**src/hdl/tpc_consts.vh**
```
// offsets, field positions and reset values of the period and pulse capture timer
`ifndef TPC_CONSTS_VH
`define TPC_CONSTS_VH

`define TPC_OFS_CONTROL      8'h00
`define TPC_OFS_STATUS       8'h04
`define TPC_OFS_CLEAR        8'h08
`define TPC_OFS_IRQ_ENABLE   8'h0C
`define TPC_OFS_CAPTURE0     8'h10
`define TPC_OFS_CAPTURE1     8'h14
`define TPC_OFS_COUNT        8'h18

`define TPC_CTL_ENABLE       0
`define TPC_CTL_ACTION_LO    1
`define TPC_CTL_ACTION_HI    2
`define TPC_CTL_EV_INVERT    3
`define TPC_CTL_SRC_PIN      4
`define TPC_CTL_CAPT_EN0     5
`define TPC_CTL_CAPT_EN1     6
`define TPC_CTL_PIN_INVERT   7
`define TPC_CTL_WIDTH        8
`define TPC_CTL_RESET        8'h00

`define TPC_ACT_OFF          2'h0
`define TPC_ACT_PER_SECOND   2'h1
`define TPC_ACT_PER_FIRST    2'h2
`define TPC_ACT_PULSE        2'h3

`define TPC_ST_FLAG0         0
`define TPC_ST_FLAG1         1
`define TPC_ST_ERR           2
`define TPC_ST_RUNNING       3
`define TPC_EVT_WIDTH        3
`define TPC_EVT_RESET        3'h0

`endif

```
**src/hdl/tpc_top.v**
```verilog
// period and pulse-width capture timer with a classic Wishbone register slave
//
// Register access over Wishbone and the register addresses are this design's own decisions.
`timescale 1ns/1ps
`default_nettype none
`include "tpc_consts.vh"

module tpc_top #(
  parameter CNT_W = 16
) (
  input  wire        clk_i,
  input  wire        rst_i,
  input  wire        ce_i,
  input  wire        wb_cyc_i,
  input  wire        wb_stb_i,
  input  wire        wb_we_i,
  input  wire [7:0]  wb_adr_i,
  input  wire [3:0]  wb_sel_i,
  input  wire [31:0] wb_dat_i,
  output reg  [31:0] wb_dat_o,
  output reg         wb_ack_o,
  input  wire        event_i,
  input  wire        pin_i,
  output reg         irq_o
);

  reg  [`TPC_CTL_WIDTH-1:0] ctrl_reg;
  reg  [`TPC_EVT_WIDTH-1:0] irq_en_reg;
  reg                       err_reg;
  reg  [CNT_W-1:0]          count_reg;
  reg  [CNT_W-1:0]          count_next;
  reg                       run_reg;
  reg                       run_next;
  reg                       cap0;
  reg                       cap1;
  reg  [31:0]               rd_data;

  wire                      rise;
  wire                      fall;
  wire [CNT_W-1:0]          val0;
  wire [CNT_W-1:0]          val1;
  wire                      flag0;
  wire                      flag1;
  wire                      ovf0;
  wire                      ovf1;
  wire                      bus_req;
  wire                      bus_wr;
  wire                      wr_ctrl;
  wire                      wr_clear;
  wire                      wr_irq_en;
  wire [`TPC_EVT_WIDTH-1:0] clr_bits;
  wire [`TPC_EVT_WIDTH-1:0] status_bits;
  wire [1:0]                action;
  wire                      enable;

  // pads a field to a bus word
  function [31:0] tpc_word;
    input [CNT_W-1:0] v;
    begin
      tpc_word = 32'h0000_0000;
      tpc_word[CNT_W-1:0] = v;
    end
  endfunction

  assign enable  = ctrl_reg[`TPC_CTL_ENABLE];
  assign action  = ctrl_reg[`TPC_CTL_ACTION_HI:`TPC_CTL_ACTION_LO];

  assign bus_req   = wb_cyc_i & wb_stb_i & ~wb_ack_o;
  assign bus_wr    = bus_req & wb_we_i & wb_sel_i[0];
  assign wr_ctrl   = bus_wr & (wb_adr_i == `TPC_OFS_CONTROL);
  assign wr_clear  = bus_wr & (wb_adr_i == `TPC_OFS_CLEAR);
  assign wr_irq_en = bus_wr & (wb_adr_i == `TPC_OFS_IRQ_ENABLE);
  assign clr_bits  = wr_clear ? wb_dat_i[`TPC_EVT_WIDTH-1:0] : `TPC_EVT_RESET;

  assign status_bits = {err_reg, flag1, flag0};

  tpc_edge u_edge (
    .clk_i                  (clk_i),
    .rst_i                  (rst_i),
    .ce_i                   (ce_i),
    .src_pin_i              (ctrl_reg[`TPC_CTL_SRC_PIN]),
    .event_i                (event_i),
    .pin_i                  (pin_i),
    .event_input_invert_i   (ctrl_reg[`TPC_CTL_EV_INVERT]),
    .pin_input_invert_bit_i (ctrl_reg[`TPC_CTL_PIN_INVERT]),
    .rise_o                 (rise),
    .fall_o                 (fall)
  );

  tpc_chan #(
    .CNT_W (CNT_W)
  ) u_chan0 (
    .clk_i            (clk_i),
    .rst_i            (rst_i),
    .ce_i             (ce_i),
    .capture_enable_i (ctrl_reg[`TPC_CTL_CAPT_EN0]),
    .capture_i        (cap0),
    .value_i          (count_reg),
    .clear_i          (clr_bits[`TPC_ST_FLAG0]),
    .value_o          (val0),
    .flag_o           (flag0),
    .overflow_o       (ovf0)
  );

  tpc_chan #(
    .CNT_W (CNT_W)
  ) u_chan1 (
    .clk_i            (clk_i),
    .rst_i            (rst_i),
    .ce_i             (ce_i),
    .capture_enable_i (ctrl_reg[`TPC_CTL_CAPT_EN1]),
    .capture_i        (cap1),
    .value_i          (count_reg),
    .clear_i          (clr_bits[`TPC_ST_FLAG1]),
    .value_o          (val1),
    .flag_o           (flag1),
    .overflow_o       (ovf1)
  );

  // capture strobes and counter control per event action
  always @* begin
    cap0       = 1'b0;
    cap1       = 1'b0;
    run_next   = run_reg;
    count_next = run_reg ? count_reg + {{(CNT_W-1){1'b0}}, 1'b1} : count_reg;
    if (!enable) begin
      run_next   = 1'b1;
      count_next = {CNT_W{1'b0}};
    end else begin
      case (action)
        `TPC_ACT_PER_SECOND: begin
          // period to one, width to zero
          cap1 = rise;
          cap0 = fall;
          run_next = 1'b1;
          if (rise) begin
            count_next = {CNT_W{1'b0}};
          end
        end
        `TPC_ACT_PER_FIRST: begin
          // period to zero, width to one
          cap0 = rise;
          cap1 = fall;
          run_next = 1'b1;
          if (rise) begin
            count_next = {CNT_W{1'b0}};
          end
        end
        `TPC_ACT_PULSE: begin
          // capture, clear and stop on fall
          if (fall) begin
            cap0       = 1'b1;
            count_next = {CNT_W{1'b0}};
            run_next   = 1'b0;
          end else if (rise) begin
            run_next = 1'b1;
          end
        end
        default: begin
          run_next = 1'b1;
        end
      endcase
    end
  end

  always @(posedge clk_i) begin
    if (rst_i) begin
      count_reg <= {CNT_W{1'b0}};
      run_reg   <= 1'b1;
      err_reg   <= 1'b0;
    end else if (ce_i) begin
      count_reg <= count_next;
      run_reg   <= run_next;
      err_reg   <= ovf0 | ovf1 | (err_reg & ~clr_bits[`TPC_ST_ERR]);
    end
  end

  // register read mux
  always @* begin
    rd_data = 32'h0000_0000;
    case (wb_adr_i)
      `TPC_OFS_CONTROL: begin
        rd_data[`TPC_CTL_WIDTH-1:0] = ctrl_reg;
      end
      `TPC_OFS_STATUS: begin
        rd_data[`TPC_EVT_WIDTH-1:0] = status_bits;
        rd_data[`TPC_ST_RUNNING]    = run_reg & enable;
      end
      `TPC_OFS_IRQ_ENABLE: begin
        rd_data[`TPC_EVT_WIDTH-1:0] = irq_en_reg;
      end
      `TPC_OFS_CAPTURE0: begin
        rd_data = tpc_word(val0);
      end
      `TPC_OFS_CAPTURE1: begin
        rd_data = tpc_word(val1);
      end
      `TPC_OFS_COUNT: begin
        rd_data = tpc_word(count_reg);
      end
      default: begin
        rd_data = 32'h0000_0000;
      end
    endcase
  end

  // wishbone slave, one registered ack per request, a cycle after it
  always @(posedge clk_i) begin
    if (rst_i) begin
      ctrl_reg   <= `TPC_CTL_RESET;
      irq_en_reg <= `TPC_EVT_RESET;
      wb_ack_o   <= 1'b0;
      wb_dat_o   <= 32'h0000_0000;
      irq_o      <= 1'b0;
    end else if (ce_i) begin
      wb_ack_o <= bus_req;
      if (bus_req) begin
        wb_dat_o <= wb_we_i ? 32'h0000_0000 : rd_data;
      end
      if (wr_ctrl) begin
        ctrl_reg <= wb_dat_i[`TPC_CTL_WIDTH-1:0];
      end
      if (wr_irq_en) begin
        irq_en_reg <= wb_dat_i[`TPC_EVT_WIDTH-1:0];
      end
      irq_o <= |(status_bits & irq_en_reg);
    end
  end

endmodule

`default_nettype wire

```
**src/hdl/tpc_edge.v**
```verilog
// input selection, inversion and edge detection for the capture timer
`timescale 1ns/1ps
`default_nettype none

module tpc_edge (
  input  wire clk_i,
  input  wire rst_i,
  input  wire ce_i,
  input  wire src_pin_i,
  input  wire event_i,
  input  wire pin_i,
  input  wire event_input_invert_i,
  input  wire pin_input_invert_bit_i,
  output reg  rise_o,
  output reg  fall_o
);

  reg  prev_reg;
  wire level;

  assign level = (src_pin_i ? (pin_i ^ pin_input_invert_bit_i) : event_i) ^ event_input_invert_i;

  always @(posedge clk_i) begin
    if (rst_i) begin
      prev_reg <= 1'b0;
      rise_o   <= 1'b0;
      fall_o   <= 1'b0;
    end else if (ce_i) begin
      prev_reg <= level;
      rise_o   <= level & ~prev_reg;
      fall_o   <= ~level & prev_reg;
    end
  end

endmodule

`default_nettype wire

```
**src/hdl/tpc_chan.v**
```verilog
// one capture channel: stored value, capture flag and overflow detection
`timescale 1ns/1ps
`default_nettype none

module tpc_chan #(
  parameter CNT_W = 16
) (
  input  wire             clk_i,
  input  wire             rst_i,
  input  wire             ce_i,
  input  wire             capture_enable_i,
  input  wire             capture_i,
  input  wire [CNT_W-1:0] value_i,
  input  wire             clear_i,
  output reg  [CNT_W-1:0] value_o,
  output reg              flag_o,
  output wire             overflow_o
);

  wire take;

  assign take       = capture_i & capture_enable_i;
  // capture over set flag is error
  assign overflow_o = take & flag_o;

  always @(posedge clk_i) begin
    if (rst_i) begin
      value_o <= {CNT_W{1'b0}};
      flag_o  <= 1'b0;
    end else if (ce_i) begin
      if (take && !flag_o) begin
        value_o <= value_i;
      end
      // flag on valid capture, set wins
      flag_o <= take | (flag_o & ~clear_i);
    end
  end

endmodule

`default_nettype wire

```
**config.mk**
```make
export PLATFORM = sky130hd
export DESIGN_NAME = tpc_top
export DESIGN_NICKNAME = d
export VERILOG_FILES = /design/src/hdl/tpc_top.v /design/src/hdl/tpc_edge.v /design/src/hdl/tpc_chan.v
export VERILOG_INCLUDE_DIRS = /design/src /design/src/hdl
export SDC_FILE = /design/constraint.sdc
export NUM_CORES = 1
export LEC_CHECK = 0
export ABC_AREA = 1
export BUFFER_PORTS_ARGS = -buffer_cell sky130_fd_sc_hd__buf_2
export CAP_MARGIN = 30
export CORE_ASPECT_RATIO = 1.2
export CORE_MARGIN = 2
export CORE_UTILIZATION = 30
export CTS_BUF_LIST = sky130_fd_sc_hd__clkbuf_4 sky130_fd_sc_hd__clkbuf_8
export DETAILED_ROUTE_END_ITERATION = 10
export GPL_ROUTABILITY_DRIVEN = 1
export PLACE_DENSITY = 0.52
export SLEW_MARGIN = 20
export SYNTH_ARGS = -nofsm -noshare
export SYNTH_HDL_FRONTEND = slang
export SYNTH_SLANG_ARGS = --single-unit
```
**constraint.sdc**
```tcl
create_clock -name clk_i -period 2.9 [get_ports clk_i]
set_input_delay 0.29 -clock clk_i [delete_from_list [all_inputs] [get_ports clk_i]]
set_output_delay 0.29 -clock clk_i [all_outputs]
set_load 0.01 [all_outputs]
```
**Yosys cells after proc, flatten, opt, wreduce, memory -nomap -nowiden**

Cells that the tools add are included.

- Memories: 0
- Output and inout bits: 34
- Bits in writable memories: 0
- Logic and storage cells: 90
- Register bits after elaboration: 100
- Memory bits (read-only): 0
- Latch bits: 0

- Muxes and demuxes: 21
- Multipliers: 0
- Div/mod/pow operators: 0
- Reduce and logical (&&, ||, !) cells: 13
- $add $sub $neg: 1
- Bitwise logic cells: 30
- Order comparisons: 0
- Shift operators: 0
- Equality and inequality tests: 10

Operators with widths:

| operator | count |
|---|---|
| $mux W16 | 4 |
| $mux W32 | 1 |
| $pmux W16 S2 | 1 |
| $eq A8 B5 Y1 const B | 3 |
| $pmux W8 S3 | 1 |
| $pmux W3 S6 | 1 |
| $and A1 B1 Y1 | 17 |
| $add A16 B1 Y16 const B | 1 |
| $eq A8 B4 Y1 const B | 2 |
| $pmux W4 S4 | 1 |
| $reduce_and A2 Y1 | 6 |
| $eq A8 B3 Y1 const B | 1 |
| $logic_not A8 Y1 | 1 |
| $mux W1 | 8 |
| $not A1 Y1 | 6 |
| $pmux W1 S5 | 1 |
| $eq A2 B2 Y1 const B | 2 |
| $ne A4 B2 Y1 const B | 1 |
| $or A1 B1 Y1 | 4 |
| $and A3 B3 Y3 | 1 |
| $mux W3 | 1 |
| $pmux W1 S3 | 1 |
| $reduce_or A3 Y1 | 1 |
| $eq A2 B1 Y1 const B | 1 |
| other kinds (5) | 8 |

**Depth between registers and ports, before layout**

- Depth in word-level cells: 9
- Gate-level depth with buffers: 10
- Depth with buffers taken out: 10

**Hierarchy**

Synthesis repeated with hierarchy kept, for this count alone.

- Cell total of the unflattened synthesis: 697
- Area, all modules: 4773.3 µm²

Modules (own cells, without submodules):

| module | area each (µm²) | seq. area each (µm²) | instances | cells an instance |
|---|---|---|---|---|
| tpc_top | 2845.2 | 940.9 | 1 | 438 |
| tpc_chan | 867.1 | 340.3 | 2 | 114 |
| tpc_edge | 193.9 | 60.1 | 1 | 31 |

**Worst setup path after synthesis**

OpenSTA, ideal clock, no wires.

- Path kind: flip-flop to flip-flop
- Start point: reg ctrl_reg[1]
- End point: reg count_reg[3]
- Library setup time: 0.128 ns
- Stages on the path, launching flop included: 10
- Path slack: 1.300 ns
- Buffers on the path: 1
- Clock period less this slack: 1.600 ns
- Arrival time: 1.473 ns
- Cell sequence: dfxtp_1 -> inv_1 -> ha_1 -> a21oi_1 -> nand2_1 -> nand2_1 -> inv_2 -> buf_2 -> a22oi_1 -> nor2_1

- Word-level cells in the longest chain between the ends: 4

RTL lines:

| item | line | RTL |
|---|---|---|
| start: declaration | tpc_top.v:27 | `` reg [`TPC_CTL_WIDTH-1:0] ctrl_reg; `` |
| start signal: assignment | tpc_top.v:210 | `` ctrl_reg <= `TPC_CTL_RESET; `` |
| start signal: assignment | tpc_top.v:221 | `` ctrl_reg <= wb_dat_i[`TPC_CTL_WIDTH-1:0]; `` |
| $eq A2 B2 Y1 / $eq A2 B1 Y1 (equally long branches) | tpc_top.v:130 | `case (action)` |
| $reduce_or A2 Y1 (no line) | -- |  |
| $pmux W16 S2 (*) | tpc_top.v:130 |  |
| $mux W16 (*) | tpc_top.v:126 | `if (!enable) begin` |
| end signal: assignment | tpc_top.v:168 | `count_reg <= {CNT_W{1'b0}};` |
| end signal: assignment | tpc_top.v:172 | `count_reg <= count_next;` |
| end: declaration | tpc_top.v:30 | `reg [CNT_W-1:0] count_reg;` |

Every way passes the cells marked *; elsewhere a longest branch is shown, timed or not.
A chain may end at the register's enable or synchronous reset.

**Final worst setup path**

- Start point: reg ctrl_reg[1]
- End point: reg count_reg[14]

Same word-level chain as after synthesis.

==> flow_summary.yaml <==
status:
  outcome: "finished, final reports clean"
timing:
  setup_viol: 0
  drv_slew: 0
  grt_setup_unrepaired: "false"
  hold_ws_ns: 0.161
  relSlewSlack: 0.581
  hold_viol: 0
  period_needed_ns: 1.86
  post-route-period-util: 0.640
  clock_skew_ns: 0.00724
  tightest_slew_ns: 0.625
  fin_ws_ns: 1.04
  fmax_ghz: 0.539
  tns_ns: 0
pwr:
  p_per_area_nw_per_um2: 461
  p_leak_uw: 0.00175
  ir_drop_mv: 0.159
setup_path:
  reg2reg_setup_slack_ns: 1.04
  setup.worst_path.end: "count_reg[14]"
  r2r_cells: 10
  critPathArrivalTime_ns: 2.12
  r2r_start: "ctrl_reg[1]"
  worst_setup_path_end_kind: "flip-flop"
  cp.required_ns: 3.16
  crit_type: "reg2reg"
  crit_fanout: 15
  crit_start: "ctrl_reg[1]"
  r2r_end: "count_reg[14]"
  cp-start-kind: "flip-flop"
drt:
  drt-initial-drc-count: 291
  wl_microns: 10600
  drc: 0
  routed_via_density: 4.63
  wire_per_inst_microns: 13.0
  vias: 3789
  firstDrtPassIters: 4
  ant_nets: 0
clock_tree:
  cts_hold_buf: 0
  clock_latency_ns: 0.36
  cts_made_buffers: 9
  cts_max_path_buffers: 2
  htree_levels: 3
  cts_resized: 0
  postCtsSetupBuffers: 0
  root_buffer: "clkbuf_8"
  clkSinkCount: 84
  cts_tree: "built"
  path_clk_slew_ns: 0.09
cells_and_area:
  finish.utilization: 0.342
  finish.instance_area_sq_um: 4690
  diodes: 0
  drive_gt1_frac: 0.133
  nFillCells: 1461
  nNetsFinal: 700
  final_cell_mix: "nand2_1 (114), dfxtp_1 (84), a21oi_1 (77)"
  final_common_cell: "nand2_1"
  syn2layout_area_growth_pct: 12.3
global_route:
  grt_max_degree: 56
  track_usage: 0.148
  grt.overflow.total: 0
  grt_pass1_wl_microns: 17700
  grt_pass1_vias: 3555
  antenna_found_initial: 0
die:
  pin_count: 86
  rows: 47
  die_width_microns: 112
  die_h_microns: 133
  start_util: 0.305
  core_area_sq_um: 13700
  die-area_sq_um: 14900
synthesis:
  syn_inst: 608
  ys_seq_elements: 84
  synthDistinctLibCells: 34
  seq_area_frac_synth: 0.403
  synthesis.area_sq_um: 4180
  syn_avg_cell_area_sq_um: 6.87
  ys_warn_count: 0
placement:
  place_worst_setup_slack_ns: 0.986
  gp_congestion: 0.813
  dp_hpwl_microns: 7600
  place_area_sq_um: 4480
  port_buffers: 42
run:
  maxCapViolations: 0
hold_path:
  min_path_type: "in2reg"
==> kinds of logic (layout without fill, tap and decap cells) <==
group	count (synthesis)	count (layout)	synth area share
AO/OA/AOI/OAI	170	170	0.210
XOR/XNOR	2	2	0.00419
adder cells (fa/ha/maj)	5	5	0.0150
buffers and inverters	113	138	0.120
flip-flops	84	84	0.403
other	1	16	0.000898
AND/OR/NAND/NOR	233	233	0.247
==> stage by stage <==
stage	cells	power (uW)
floorplan	623	1270
global placement	803	1300
detailed placement	803	1300
CTS	819	2190
global route	819	2260
finish	819	2160
==> per-layer routing <==
metal / GRT usage / vias up / share of wire / wire length (microns)
met1: 0.190 / 1704 / 0.48 / 5120
met2: 0.245 / 55 / 0.47 / 5000
met3: 0.0309 / 13 / 0.029 / 308
li1: - / 2017 / - / -
met5: 0 / - / 0 / 0
met4: 0.0549 / 0 / 0.016 / 172
==> area by class of cell <==
class,count,area [sq um],area share
Timing Repair Buffer,49,263,0.0560
Inverter,73,274,0.0584
Multi-Input combinational cell,426,2050,0.437
Tap cell,171,214,0.0456
Clock inverter,5,58.8,0.0125
Sequential cell,84,1680,0.358
Clock buffer,11,151,0.0323
==> worst min-delay path by stage <==
| stage | start | to | slack [ns] | cells past startpoint |
|---|---|---|---|---|
| global placement | u_chan0.value_o[11] | u_chan0.value_o[11] | 0.43 | 2 |
| global route | wb_dat_i[4] | ctrl_reg[4] | 0.16 | 3 |
| detailed placement | u_chan1.value_o[10] | u_chan1.value_o[10] | 0.44 | 2 |
| finish | wb_dat_i[7] | ctrl_reg[7] | 0.16 | 3 |
| floorplan | u_chan1.value_o[10] | u_chan1.value_o[10] | 0.42 | 2 |
| CTS | wb_dat_i[7] | ctrl_reg[7] | 0.14 | 3 |
==> worst max-delay path, stage by stage (launching register included) <==
cell,delay (ns)
dfxtp_1,0.43
inv_1,0.11
ha_1,0.32
a21oi_1,0.14
nand2_1,0.07
nand2_1,0.21
inv_2,0.19
nand3_1,0.12
nand2_1,0.05
nand2_1,0.05
nor2_1,0.04
==> where the power goes <==
group          switching (uW)  internal (uW)
registers                2.96           1160
logic                    78.1           32.5
clock network             445            447
==> cell usage after synthesis <==
cell / instances / area, sq um
nand2_1: 114 / 428
dfxtp_1: 84 / 1680
a21oi_1: 77 / 385
inv_1: 69 / 259
o21ai_0: 57 / 285
nor2_1: 56 / 210
nand3_1: 38 / 190
o21ai_1: 24 / 120
buf_4: 17 / 128
clkbuf_1: 16 / 60.1
buf_2: 6 / 30.0
o211ai_1: 6 / 45.0
ha_1: 5 / 62.6
nand2_2: 5 / 31.3
nor2_4: 5 / 56.3
nor2_2: 4 / 25.0
nand4_1: 3 / 18.8
o22ai_1: 3 / 18.8
clkinv_1: 2 / 7.51
inv_2: 2 / 7.51
nor3_1: 2 / 10.0
a22oi_1: 1 / 7.51
a31oi_1: 1 / 6.26
and3_1: 1 / 6.26
buf_6: 1 / 11.3
conb_1: 1 / 3.75
nand2_4: 1 / 11.3
nor3_2: 1 / 10.0
nor3_4: 1 / 16.3
nor3b_2: 1 / 12.5
o31ai_1: 1 / 7.51
or2_2: 1 / 6.26
xnor2_1: 1 / 8.76
xor2_1: 1 / 8.76
Power figures use the tool's default switching activity.
